===== config.mk =====
export PLATFORM = sky130hd
export DESIGN_NAME = chop_and_channel_sequencer
export DESIGN_NICKNAME = d
export VERILOG_FILES = /design/src/chop_and_channel_sequencer.v
export VERILOG_INCLUDE_DIRS = /design/src
export SDC_FILE = /design/constraint.sdc
export NUM_CORES = 2
export LEC_CHECK = 0
export BUFFER_PORTS_ARGS = -buffer_cell sky130_fd_sc_hd__buf_2
export CORE_ASPECT_RATIO = 2
export CORE_MARGIN = 3
export CORE_UTILIZATION = 55
export DETAILED_ROUTE_END_ITERATION = 12
export GPL_ROUTABILITY_DRIVEN = 1
export GPL_TIMING_DRIVEN = 0
export MAX_ROUTING_LAYER = met4
export PLACE_DENSITY = 0.72
export SLEW_MARGIN = 20
export SYNTH_ARGS = -nofsm -noshare
export SYNTH_HDL_FRONTEND = slang
export SYNTH_SLANG_ARGS = --single-unit

===== constraint.sdc =====
create_clock -name clk_in -period 33.4 [get_ports clk_in]
set_clock_uncertainty 0.15 [all_clocks]
set_input_delay 5.01 -clock clk_in [delete_from_list [all_inputs] [get_ports clk_in]]
set_output_delay 5.01 -clock clk_in [all_outputs]
set_load 0.05 [all_outputs]

===== src/chop_seq_consts.vh =====
// register map, field positions and timing constants of the sequencer
`ifndef CHOP_SEQ_CONSTS_VH
`define CHOP_SEQ_CONSTS_VH
`define IDX_CTRL 6'h00
`define IDX_CONV 6'h01
`define IDX_STEPEN 6'h02
`define IDX_STAT 6'h03
`define IDX_OSR 6'h04
`define IDX_MAIN 6'h05
`define IDX_RES_LO 6'h10
`define IDX_RES_HI 6'h1f
`define IDX_CFG_LO 6'h20
`define IDX_CFG_HI 6'h2f
`define CTRL_CHOP 0
`define CTRL_CDLY 3:1
`define CTRL_AEN 4
`define CTRL_MODE 6:5
`define CTRL_MDLY 9:7
`define CTRL_OPM 11:10
`define CTRL_OCN 15:12
`define CTRL_RST 16'h0010
`define CV_MSTART 0
`define CV_MSTOP 1
`define CV_SSTART 2
`define CV_SSTOP 3
`define MODE_CONT 2'h0
`define MODE_SYNC 2'h2
`define OPM_ACTIVE 2'h0
`define OSR_RST 16'h0080
`define MAIN_LAT 20'h0002c
`define FILT_PER 20'h00003
`define CHOP_BASE 20'h00010
`define MUX_BASE 20'h00008
`define FAST_SKIP 2'h2
`define NO_STEP 5'h10
`endif


===== src/chop_and_channel_sequencer.v =====
// chop control of the main converter and step sequencer of the aux one
// Functional notes
// - chop on: conversion pairs with alternating polarity, first one normal.
// - between pair halves swap polarity and reset the digital filter.
// - first chopped conversion withheld; each output is half the difference.
// - first chopped result after 2*(delay+3*OSR) plus 44 modulator cycles.
// - after each inversion wait the three-bit chop settle delay.
// - fast filter reset per inversion; first two results skip the count.
// - sixteen steps with own enables, one conversion per enabled step.
// - each step applies its own gain and input selection before converting.
// - runs start at step 0, ascend, and skip disabled steps.
// - mux settle delay from one shared three-bit field before each step.
// - sequence-active bit high while a run is in progress.
// - start written while aux converter disabled does not start a run.
// - 16-bit step results at indices 10h-1Fh; disabled steps give 0000h.
// - results all update at run end; reads never mix two runs.
// - two-bit mode selects continuous, single-shot or synchronized.
// - continuous repeats runs; start during a run restarts it.
// - stop lets the run finish; stop bit reads 1 until halted.
// - aux disable, standby or power-down aborts a run at once.
// - results persist; cleared only by reset, disable, standby, power-down.
// - start and stop in one write: start wins.
// - single-shot: one run per start, start restarts, stop ignored.
// - synchronized: main conversion starts trigger a run only when idle.
// - start commands act at the completing edge of the control write.
//
// Register access over APB and the placing of the registers were left to the implementer.
`timescale 1ns/100ps
`include "chop_seq_consts.vh"
module chop_and_channel_sequencer #(
	parameter MAIN_W = 24,
	parameter AUX_W  = 16,
	parameter CFG_W  = 12
) (
	input  wire              clk_in,
	input  wire              rst_in,
	input  wire              psel_in,
	input  wire              penable_in,
	input  wire              pwrite_in,
	input  wire [7:0]        paddr_in,
	input  wire [31:0]       pwdata_in,
	output reg  [31:0]       prdata_out,
	output reg               pready_out,
	output reg               pslverr_out,
	input  wire              main_done_in,
	input  wire [MAIN_W-1:0] main_data_in,
	input  wire              fast_done_in,
	input  wire              fast_over_in,
	input  wire              aux_done_in,
	input  wire [AUX_W-1:0]  aux_data_in,
	output reg               main_polarity_out,
	output reg               main_filter_rst_out,
	output reg               main_conv_start_out,
	output reg               main_drdy_out,
	output reg  [MAIN_W-1:0] main_result_out,
	output reg               fast_filter_rst_out,
	output reg               overcurrent_out,
	output reg               aux_start_out,
	output reg  [CFG_W-1:0]  aux_cfg_out,
	output reg               sequence_active_flag_out
);
	localparam M_IDLE = 2'h0;
	localparam M_DLY  = 2'h1;
	localparam M_CONV = 2'h2;
	localparam S_IDLE = 2'h0;
	localparam S_MUX  = 2'h1;
	localparam S_CONV = 2'h2;
	localparam S_DONE = 2'h3;

	reg  [15:0]       ctrl_ff;
	reg  [15:0]       step_enable_ff;
	reg  [15:0]       osr_ff;
	reg  [CFG_W-1:0]  cfg_mem [0:15];
	reg  [AUX_W-1:0]  shadow_mem [0:15];
	reg  [AUX_W-1:0]  result_mem [0:15];
	reg  [1:0]        mst_ff;
	reg  [19:0]       mcnt_ff;
	reg               first_ff;
	reg               have_prev_ff;
	reg  [MAIN_W-1:0] prev_ff;
	reg               mstop_ff;
	reg  [1:0]        skip_ff;
	reg  [3:0]        occ_ff;
	reg  [1:0]        sst_ff;
	reg  [3:0]        step_ff;
	reg  [19:0]       scnt_ff;
	reg               armed_ff;
	reg               sstop_ff;
	reg  [31:0]       rd_mux;
	reg               rd_err;

	wire [5:0]  idx = paddr_in[7:2];
	wire        acc = psel_in & penable_in & pready_out;
	wire        wr = acc & pwrite_in;
	wire        wr_conv = wr & (idx == `IDX_CONV);
	wire        chop = ctrl_ff[`CTRL_CHOP];
	wire [1:0]  mode = ctrl_ff[`CTRL_MODE];
	wire        main_off = ctrl_ff[`CTRL_OPM] != `OPM_ACTIVE;
	wire        aux_off = ~ctrl_ff[`CTRL_AEN] | main_off;
	wire        m_start = wr_conv & pwdata_in[`CV_MSTART];
	wire        s_start = wr_conv & pwdata_in[`CV_SSTART];
	wire [19:0] chop_dly = `CHOP_BASE << ctrl_ff[`CTRL_CDLY];
	wire [19:0] mux_dly = `MUX_BASE << ctrl_ff[`CTRL_MDLY];
	wire [19:0] osr20 = {4'h0, osr_ff};
	wire [19:0] conv_len = (first_ff | chop) ?
		osr20 * `FILT_PER + (`MAIN_LAT >> 1) : osr20;
	wire [MAIN_W-1:0] nrm = main_polarity_out ? prev_ff : main_data_in;
	wire [MAIN_W-1:0] inv = main_polarity_out ? main_data_in : prev_ff;
	wire [MAIN_W:0]   diff = {nrm[MAIN_W-1], nrm} - {inv[MAIN_W-1], inv};
	wire              conv_end = (mst_ff == M_CONV) & main_done_in &
		(mcnt_ff >= conv_len - 20'h1);

	function [4:0] next_step;
		input [15:0] mask;
		input [4:0]  from;
		integer      i;
		begin
			next_step = `NO_STEP;
			// lowest enabled step at or above from
			for (i = 15; i >= 0; i = i - 1) begin
				if (mask[i] && (i >= from))
					next_step = i[4:0];
			end
		end
	endfunction

	wire [4:0] first_step = next_step(step_enable_ff, 5'h00);
	wire [4:0] later_step = next_step(step_enable_ff,
		{1'b0, step_ff} + 5'h01);

	// apb slave: one wait state, writes land with pready
	always @(posedge clk_in or posedge rst_in) begin
		if (rst_in) begin
			pready_out  <= 1'b0;
			prdata_out  <= 32'h00000000;
			pslverr_out <= 1'b0;
		end else begin
			pready_out  <= psel_in & penable_in & ~pready_out;
			prdata_out  <= rd_mux;
			pslverr_out <= psel_in & penable_in & ~pready_out & rd_err;
		end
	end

	always @* begin
		rd_mux = 32'h00000000;
		rd_err = 1'b0;
		if (idx == `IDX_CTRL)
			rd_mux = {16'h0000, ctrl_ff};
		else if (idx == `IDX_CONV)
			rd_mux = {28'h0000000, sstop_ff, 1'b0, mstop_ff, 1'b0};
		else if (idx == `IDX_STEPEN)
			rd_mux = {16'h0000, step_enable_ff};
		else if (idx == `IDX_STAT)
			rd_mux = {27'h0000000, overcurrent_out, main_polarity_out,
				mst_ff != M_IDLE, armed_ff, sequence_active_flag_out};
		else if (idx == `IDX_OSR)
			rd_mux = {16'h0000, osr_ff};
		else if (idx == `IDX_MAIN)
			rd_mux = {{(32-MAIN_W){1'b0}}, main_result_out};
		else if (idx >= `IDX_RES_LO && idx <= `IDX_RES_HI)
			rd_mux = {{(32-AUX_W){1'b0}}, result_mem[idx[3:0]]};
		else if (idx >= `IDX_CFG_LO && idx <= `IDX_CFG_HI)
			rd_mux = {{(32-CFG_W){1'b0}}, cfg_mem[idx[3:0]]};
		else
			rd_err = 1'b1;
	end

	always @(posedge clk_in or posedge rst_in) begin
		if (rst_in) begin
			ctrl_ff        <= `CTRL_RST;
			step_enable_ff <= 16'h0000;
			osr_ff         <= `OSR_RST;
		end else if (wr) begin
			if (idx == `IDX_CTRL)
				ctrl_ff <= pwdata_in[15:0];
			if (idx == `IDX_STEPEN)
				step_enable_ff <= pwdata_in[15:0];
			if (idx == `IDX_OSR)
				osr_ff <= pwdata_in[15:0];
		end
	end

	// per-step configuration, shadow and published results
	genvar g;
	generate
		for (g = 0; g < 16; g = g + 1) begin : step_g
			always @(posedge clk_in or posedge rst_in) begin
				if (rst_in) begin
					cfg_mem[g]    <= {CFG_W{1'b0}};
					shadow_mem[g] <= {AUX_W{1'b0}};
					result_mem[g] <= {AUX_W{1'b0}};
				end else begin
					if (wr && idx == `IDX_CFG_LO + g)
						cfg_mem[g] <= pwdata_in[CFG_W-1:0];
					if (sst_ff == S_CONV && aux_done_in && step_ff == g)
						shadow_mem[g] <= aux_data_in;
					// cleared only on disable or low power
					if (aux_off)
						result_mem[g] <= {AUX_W{1'b0}};
					// all results commit at run end
					else if (sst_ff == S_DONE)
						result_mem[g] <= step_enable_ff[g] ?
							shadow_mem[g] : {AUX_W{1'b0}};
				end
			end
		end
	endgenerate

	// main converter control
	always @(posedge clk_in or posedge rst_in) begin
		if (rst_in) begin
			mst_ff              <= M_IDLE;
			mcnt_ff             <= 20'h00000;
			first_ff            <= 1'b0;
			have_prev_ff        <= 1'b0;
			prev_ff             <= {MAIN_W{1'b0}};
			mstop_ff            <= 1'b0;
			main_polarity_out   <= 1'b0;
			main_filter_rst_out <= 1'b0;
			main_conv_start_out <= 1'b0;
			main_drdy_out       <= 1'b0;
			main_result_out     <= {MAIN_W{1'b0}};
			fast_filter_rst_out <= 1'b0;
		end else begin
			main_filter_rst_out <= 1'b0;
			main_conv_start_out <= 1'b0;
			main_drdy_out       <= 1'b0;
			fast_filter_rst_out <= 1'b0;
			mcnt_ff             <= mcnt_ff + 20'h1;
			if (main_off) begin
				mst_ff   <= M_IDLE;
				mstop_ff <= 1'b0;
				main_result_out <= {MAIN_W{1'b0}};
			end else if (m_start) begin
				// start beats a stop in the same write
				mstop_ff            <= 1'b0;
				main_polarity_out   <= 1'b0;
				main_filter_rst_out <= 1'b1;
				fast_filter_rst_out <= chop;
				first_ff            <= 1'b1;
				have_prev_ff        <= 1'b0;
				mcnt_ff             <= 20'h00000;
				mst_ff              <= chop ? M_DLY : M_CONV;
				main_conv_start_out <= ~chop;
			end else begin
				if (wr_conv && pwdata_in[`CV_MSTOP] && mst_ff != M_IDLE)
					mstop_ff <= 1'b1;
				case (mst_ff)
				M_DLY: begin
					if (mcnt_ff >= chop_dly - 20'h1) begin
						mst_ff              <= M_CONV;
						mcnt_ff             <= 20'h00000;
						main_conv_start_out <= 1'b1;
					end
				end
				M_CONV: begin
					if (conv_end) begin
						prev_ff  <= main_data_in;
						first_ff <= 1'b0;
						mcnt_ff  <= 20'h00000;
						if (chop) begin
							have_prev_ff <= 1'b1;
							main_drdy_out <= have_prev_ff;
							if (have_prev_ff)
								main_result_out <= diff[MAIN_W:1];
							main_polarity_out   <= ~main_polarity_out;
							main_filter_rst_out <= 1'b1;
							fast_filter_rst_out <= 1'b1;
						end else begin
							main_drdy_out   <= 1'b1;
							main_result_out <= main_data_in;
						end
						if (mstop_ff) begin
							mst_ff   <= M_IDLE;
							mstop_ff <= 1'b0;
						end else if (chop) begin
							mst_ff <= M_DLY;
						end else begin
							main_conv_start_out <= 1'b1;
						end
					end
				end
				default: begin
					mst_ff <= M_IDLE;
				end
				endcase
			end
		end
	end

	// overcurrent count with post-reset skip
	always @(posedge clk_in or posedge rst_in) begin
		if (rst_in) begin
			skip_ff         <= 2'h0;
			occ_ff          <= 4'h0;
			overcurrent_out <= 1'b0;
		end else begin
			overcurrent_out <= (occ_ff >= ctrl_ff[`CTRL_OCN]) &
				(ctrl_ff[`CTRL_OCN] != 4'h0);
			if (fast_filter_rst_out) begin
				skip_ff <= `FAST_SKIP;
			end else if (fast_done_in) begin
				if (skip_ff != 2'h0)
					skip_ff <= skip_ff - 2'h1;
				else if (fast_over_in && occ_ff != 4'hf)
					occ_ff <= occ_ff + 4'h1;
				else if (!fast_over_in)
					occ_ff <= 4'h0;
			end
		end
	end

	// aux converter sequencer
	always @(posedge clk_in or posedge rst_in) begin
		if (rst_in) begin
			sst_ff                   <= S_IDLE;
			step_ff                  <= 4'h0;
			scnt_ff                  <= 20'h00000;
			armed_ff                 <= 1'b0;
			sstop_ff                 <= 1'b0;
			aux_start_out            <= 1'b0;
			aux_cfg_out              <= {CFG_W{1'b0}};
			sequence_active_flag_out <= 1'b0;
		end else begin
			aux_start_out <= 1'b0;
			scnt_ff       <= scnt_ff + 20'h1;
			sequence_active_flag_out <= (sst_ff != S_IDLE) & ~aux_off;
			if (aux_off) begin
				sst_ff   <= S_IDLE;
				armed_ff <= 1'b0;
				sstop_ff <= 1'b0;
			end else if (s_start) begin
				// single shot restarts the same way
				sstop_ff <= 1'b0;
				armed_ff <= mode == `MODE_SYNC;
				scnt_ff  <= 20'h00000;
				step_ff  <= first_step[3:0];
				aux_cfg_out <= cfg_mem[first_step[3:0]];
				sst_ff   <= (first_step == `NO_STEP) ? S_DONE : S_MUX;
			end else begin
				if (wr_conv && pwdata_in[`CV_SSTOP] && sst_ff != S_IDLE &&
					mode == `MODE_CONT)
					sstop_ff <= 1'b1;
				case (sst_ff)
				S_IDLE: begin
					if (armed_ff && mode == `MODE_SYNC &&
						main_conv_start_out) begin
						scnt_ff <= 20'h00000;
						step_ff <= first_step[3:0];
						aux_cfg_out <= cfg_mem[first_step[3:0]];
						sst_ff  <= (first_step == `NO_STEP) ? S_DONE : S_MUX;
					end
				end
				S_MUX: begin
					if (scnt_ff >= mux_dly - 20'h1) begin
						aux_start_out <= 1'b1;
						sst_ff        <= S_CONV;
					end
				end
				S_CONV: begin
					if (aux_done_in) begin
						scnt_ff <= 20'h00000;
						if (later_step == `NO_STEP) begin
							sst_ff <= S_DONE;
						end else begin
							step_ff <= later_step[3:0];
							aux_cfg_out <= cfg_mem[later_step[3:0]];
							sst_ff  <= S_MUX;
						end
					end
				end
				default: begin
					scnt_ff <= 20'h00000;
					// mode decides what follows a run
					if (mode == `MODE_CONT && !sstop_ff) begin
						step_ff <= first_step[3:0];
						aux_cfg_out <= cfg_mem[first_step[3:0]];
						sst_ff  <= (first_step == `NO_STEP) ? S_DONE : S_MUX;
					end else begin
						sst_ff   <= S_IDLE;
						sstop_ff <= 1'b0;
					end
				end
				endcase
			end
		end
	end
endmodule // chop_and_channel_sequencer


**Word-level counts from Yosys, hierarchy flattened**

Cells that the tools add are included.

- Add/subtract/negate cells: 10
- $mul: 1
- Div/mod/pow operators: 0
- Order comparisons: 27
- Equal/unequal tests: 58
- Shift operators: 2
- Multiplexer cells: 208
- Bitwise operators: 26
- Reduce and logical (&&, ||, !) cells: 93

Operator list:

| cell | count |
|---|---|
| 16-bit two-way mux | 51 |
| 24-bit two-way mux | 14 |
| 20-bit two-way mux | 8 |
| 5-bit two-way mux | 32 |
| 12-bit binary-select mux with 4-bit select | 3 |
| 12-bit two-way mux | 12 |
| 6-bit equality test, second input constant | 16 |
| 16-bit binary-select mux with 4-bit select | 1 |
| 20-bit >= comparator | 3 |
| 1-bit logical AND | 60 |
| 20-bit one-hot mux with 3 select lines | 1 |
| 1-bit two-way mux | 54 |
| 20-bit by 1-bit adder with 20-bit output, second input constant | 2 |
| 4-bit by 5-bit >= comparator with 1-bit output, first input constant | 8 |
| 20-bit one-hot mux with 2 select lines | 1 |
| 20-bit by 1-bit subtractor with 20-bit output, second input constant | 2 |
| 2-bit two-way mux | 18 |
| 12-bit one-hot mux with 3 select lines | 1 |
| 4-bit equality test, second input constant | 8 |
| 4-bit two-way mux | 7 |
| 2-bit nonzero test | 13 |
| 24-bit by 24-bit subtractor with 25-bit output | 1 |
| 4-bit inequality test, second input constant | 6 |
| 3-bit by 5-bit >= comparator with 1-bit output, first input constant | 4 |
| other kinds (49) | 99 |

- Flip-flop bits (word level): 913
- Latch bits: 0
- Bits in writable memories: 0
- Memory bits (read-only): 0
- Output and inout port bits: 78
- Logic and storage cells: 502
- Memories: 0

**Longest topological paths before layout**

- Word-level depth: 27
- Mapped depth: 29
- Mapped depth without buffers: 28

**Worst setup path after synthesis**

OpenSTA, ideal clock, no wires.

- Kind: input to register
- Start point: input main_data_in[2]
- End point: register main_result_out[21]
- Library setup time: 96 ps
- Data arrival time: 7,713 ps
- Required time: 33,154 ps
- Path slack: 25,442 ps
- Stages: 12
- Path through: mux2_2 -> ha_1 -> nor2b_1 -> o31a_1 -> o2111a_1 -> o21ai_0 -> a21oi_1 -> a211oi_1 -> a21oi_1 -> a2111o_1 -> xnor2_1 -> o31ai_1

- Word-level cells in the longest chain between the ends: 8
- Elaborated cells between the ends (all ways): 9

RTL lines:

| element | line | text |
|---|---|---|
| from (decl) | chop_and_channel_sequencer.v:46 | `input wire [MAIN_W-1:0] main_data_in,` |
| 24-bit two-way mux (on tied branches) | chop_and_channel_sequencer.v:107, chop_and_channel_sequencer.v:108 |  |
| 24-bit by 24-bit subtractor with 25-bit output (*) | chop_and_channel_sequencer.v:109 | `wire [MAIN_W:0] diff = {nrm[MAIN_W-1], nrm} - {inv[MAIN_W-1], inv};` |
| 24-bit two-way mux (*) | chop_and_channel_sequencer.v:264 | `if (have_prev_ff)` |
| 24-bit two-way mux (*) | chop_and_channel_sequencer.v:261 | `if (chop) begin` |
| 24-bit two-way mux (*) | chop_and_channel_sequencer.v:257 | `if (conv_end) begin` |
| 24-bit two-way mux (*) | chop_and_channel_sequencer.v:248 | `case (mst_ff)` |
| 24-bit two-way mux (*) | chop_and_channel_sequencer.v:234 | `end else if (m_start) begin` |
| 24-bit two-way mux (*) | chop_and_channel_sequencer.v:230 | `if (main_off) begin` |
| to (signal assigned) | chop_and_channel_sequencer.v:233 | `main_result_out <= {MAIN_W{1'b0}};` |
| to (signal assigned) | chop_and_channel_sequencer.v:265 | `main_result_out <= diff[MAIN_W:1];` |
| to (signal assigned) | chop_and_channel_sequencer.v:271 | `main_result_out <= main_data_in;` |
| to (decl) | chop_and_channel_sequencer.v:55 | `output reg [MAIN_W-1:0] main_result_out,` |

Mark *: on every way between the ends. The rest lies on a longest branch, timed or not. The select of a mux whose other input is x is not followed.
A chain may end at the register's enable or synchronous reset.

**Worst setup path in the final report**

- Start point: input paddr_in[5]
- End point: register step_ff[2]

- Word-level cells in the longest chain between the ends: 5
- Elaborated cells between the ends (all ways): 10

RTL lines:

| element | line | text |
|---|---|---|
| from (decl) | chop_and_channel_sequencer.v:40 | `input wire [7:0] paddr_in,` |
| 6-bit by 1-bit equality test with 1-bit output (no source line) (*) | -- |  |
| 1-bit bitwise AND (*) | chop_and_channel_sequencer.v:95 | `` wire wr_conv = wr & (idx == `IDX_CONV); `` |
| 1-bit bitwise AND (*) | chop_and_channel_sequencer.v:101 | `` wire s_start = wr_conv & pwdata_in[`CV_SSTART]; `` |
| 3-bit inequality test (no source line) (tied with other cells) | -- |  |
| 6-bit AND reduction (no source line) | -- |  |
| to (signal assigned) | chop_and_channel_sequencer.v:337 | `step_ff <= first_step[3:0];` |
| to (signal assigned) | chop_and_channel_sequencer.v:349 | `step_ff <= first_step[3:0];` |
| to (signal assigned) | chop_and_channel_sequencer.v:366 | `step_ff <= later_step[3:0];` |
| to (decl) | chop_and_channel_sequencer.v:85 | `reg [3:0] step_ff;` |

Mark *: on every way between the ends. The rest lies on a longest branch, timed or not.

==> qor.csv <==
metric,value,unit
part of the power in the clock network,44.2,%
actual slew at the worst max-slew pin,1.30,ns
worst hold stages,1,
critical path launch point type,input pin,
Metal-1 WL,58000,um
antenna violations before repair,10,
Net Sw Power,0.000608,W
Core Box Area,86200,um^2
maximum vdd ir drop,0.0423,mV
outcome,completed,
DP HPWL,136000,um
H-tree levels,3,
met2 WL post-DR,90500,um
clk slew on worst S/H paths,0.07,ns
Non-Filler Instances,5841,
routed wl met3,14600,um
postcts setup bufs,0,
unrepaired setup endpoints after global routing,false,
Rel. slew slack,13.1,%
CTS Buf Count,84,
Netlist cell types,100,
worst min path class,reg2reg,
vias per cell,6.72,
overall power,0.00235,W
hold_buf cts,0,
CTS tree,done,
num ports,167,
ratio of cells with drive above 1 in the final layout,23.9,%
Critical Path RT,33.80,ns
clk root buf,clkbuf_16,
Yosys warning total,0,
Critical Path Sink Type,flip-flop,
Final #Nets,4806,
Clock Sinks,905,
Crit Path Category,in2reg,
worst-path fanout max,10,
critical path's most frequent cell,nand2_1,
Area contributors post-synth,"dfrtp_1 47%, mux2_2 13%, mux4_2 6.6%",
fmax,0.111,GHz
largest net degree at the start of global routing,109,
die area,91100,um^2
synthesized cell area,48000,um^2
Most used DFF post-synth,dfrtp_1,
internal power,0.00174,W
"EDFF count, synth",0,
maxcap violations,0,
via count,39300,
part of the power in registers,47.8,%
crit-path cells,"buf_2, nor2_1, nand2_1, nor3_1, nand2_1, o31ai_1, nand2_1, buf_1, a211oi_1, a21oi_1",
"commonest non-fill, non-tap cell in the layout",dfrtp_1,
Worst path max stage delay,1.09,ns
final worst slack,24.43,ns
Yosys top cell area share,47.1,%
P&R area growth vs syn,11.1,%
# setup viols final,0,
iteration count of the initial detailed-routing pass,5,
number of global-route vias before repair,40100,
Post-DRT Antenna Nets,0,
Power Density,44.1,nW/um^2
synthesized instance count,4376,
# resized after CTS,0,
DRC Markers,0,
fin util,61.9,%
sequential share of the synthesized area,47.2,%
die boundary width,215,um
Period minus WS final,8.97,ns
placed cells,5676,
Top Layer Used,met4,
Reg2Reg Depth,28,
switching part of the total,25.9,%
Max Buffers Root-to-Sink,3,
initial core utilization,55.7,%
crit path DAT,9.37,ns
routability cong.,1.06,
Avg Synthesized Cell Area,11.0,um^2
"Period Utilization, post-route",26.9,%
"Clk Latency, worst-skew pair",0.72,ns
PortBufs,125,
first-pass GRT wire length,269000,um
"FFs w/ async S/R, synth",100,%
Starting DRT DRC Count,3787,
synthesis-stage register bit count,905,
Final Hold Vio Count,0,
Setup WS pre-CTS,23.74,ns
"commonest non-fill, non-tap cells in the layout","903 x dfrtp_1, 564 x nand2_1, 552 x mux2_2",
final WL,187000,um
"Slew Viols, Final",0,
Gate power share,8.0,%
wire length per cell,31.9,um
num rows,152,
FILL cells,7139,
Vert. Die Dim,424,um
Yosys top cell by area,dfrtp_1,
Lkg Pwr,23.9,nW
cell at the slowest stage of the critical path,a211oi_1,
grt total ovfl,0,
Total Routing Usage GR,42.1,%
## registers in the layout, summed over array words and instances, names as in the netlist, 12 cells and up
name / flops
result_mem: 256
shadow_mem: 256
cfg_mem: 192
main_result_out: 24
prdata_out: 24
prev_ff: 24
mcnt_ff: 20
scnt_ff: 20
ctrl_ff: 16
osr_ff: 16
step_enable_ff: 16
aux_cfg_out: 12
## synthesized netlist by cell type, drive strengths merged, types with 26 or more instances
master,instances
mux2,552
nor4,27
o21ai,76
xnor2,47
a211oi,70
nor2b,30
nand2,564
mux2i,131
nor2,193
inv,53
mux4,140
ha,108
nand3,323
xor2,40
nor3,34
and3,26
dfrtp,903
clkbuf,240
and2,30
buf,114
a21oi,348
## cells by family after synthesis
kind of cell | count (synthesis) | synth area share (%)
AND/OR/NAND/NOR | 1309 | 12.5
other | 2 | 0.0156
buffers and inverters | 407 | 3.59
multiplexers | 823 | 22.2
XOR/XNOR | 87 | 1.60
adder cells (fa/ha/maj) | 110 | 2.90
flip-flops | 905 | 47.2
AO/OA/AOI/OAI | 733 | 9.96
## metrics by stage
stage          hold WS [ns]  setup TNS (ns)  cell area [um^2]
2_1_floorplan         0.298               0             48100
3_3_place_gp          0.318        -5862.87             50100
3_5_place_dp          0.328               0             50400
4_1_cts               0.341               0             53300
5_1_grt               0.361               0             53400
6_report              0.337               0             53400
## layer usage
layer / GRT usage (%) / up-vias
met4: 40.0 / 0
met5: - / -
met2: 68.7 / 2251
met1: 41.2 / 19600
li1: - / 16300
met3: 9.18 / 1068
## power by group through the flow
| stage | registers, W | logic, W | clock network (W) |
|---|---|---|---|
| after detailed placement | 0.00114 | 0.000184 | 0 |
| final | 0.00112 | 0.000189 | 0.00104 |
| after global placement | 0.00115 | 0.000176 | 0 |
| after CTS | 0.00112 | 0.000185 | 0.00104 |
| after floorplan | 0.00114 | 0.000116 | 0 |
| after global routing | 0.00112 | 0.000204 | 0.00108 |
## final timing paths
check	end	slack, ns	start
max	step_ff[2]	24.43	paddr_in[5]
min	skip_ff[1]	0.34	skip_ff[1]
max reg2reg	main_result_out[0]	25.82	osr_ff[2]
min reg2reg	skip_ff[1]	0.34	skip_ff[1]
max in group asynchronous	cfg_mem[55]	27.07	rst_in
min in group asynchronous	shadow_mem[18]	4.20	rst_in
## cell type report
class	count	area [um^2]	share of cell area [%]
multi-input cells	3073	23700	44.4
flip-flops and latches	905	22600	42.4
clock buffers	116	2380	4.47
plain buffers	354	1550	2.91
well taps	1155	1450	2.71
repair buffers	136	892	1.67
clock inverters	37	510	0.957
inverters	53	206	0.387
diodes	12	30.0	0.0563
## critical path: cells and delay by family
| kind | cells | cell delay [ns] |
|---|---|---|
| buffers and inverters | 2 | 0.83 |
| AND/OR/NAND/NOR | 5 | 2.11 |
| AO/OA/AOI/OAI | 3 | 1.39 |
Power figures use the tool's default switching activity.
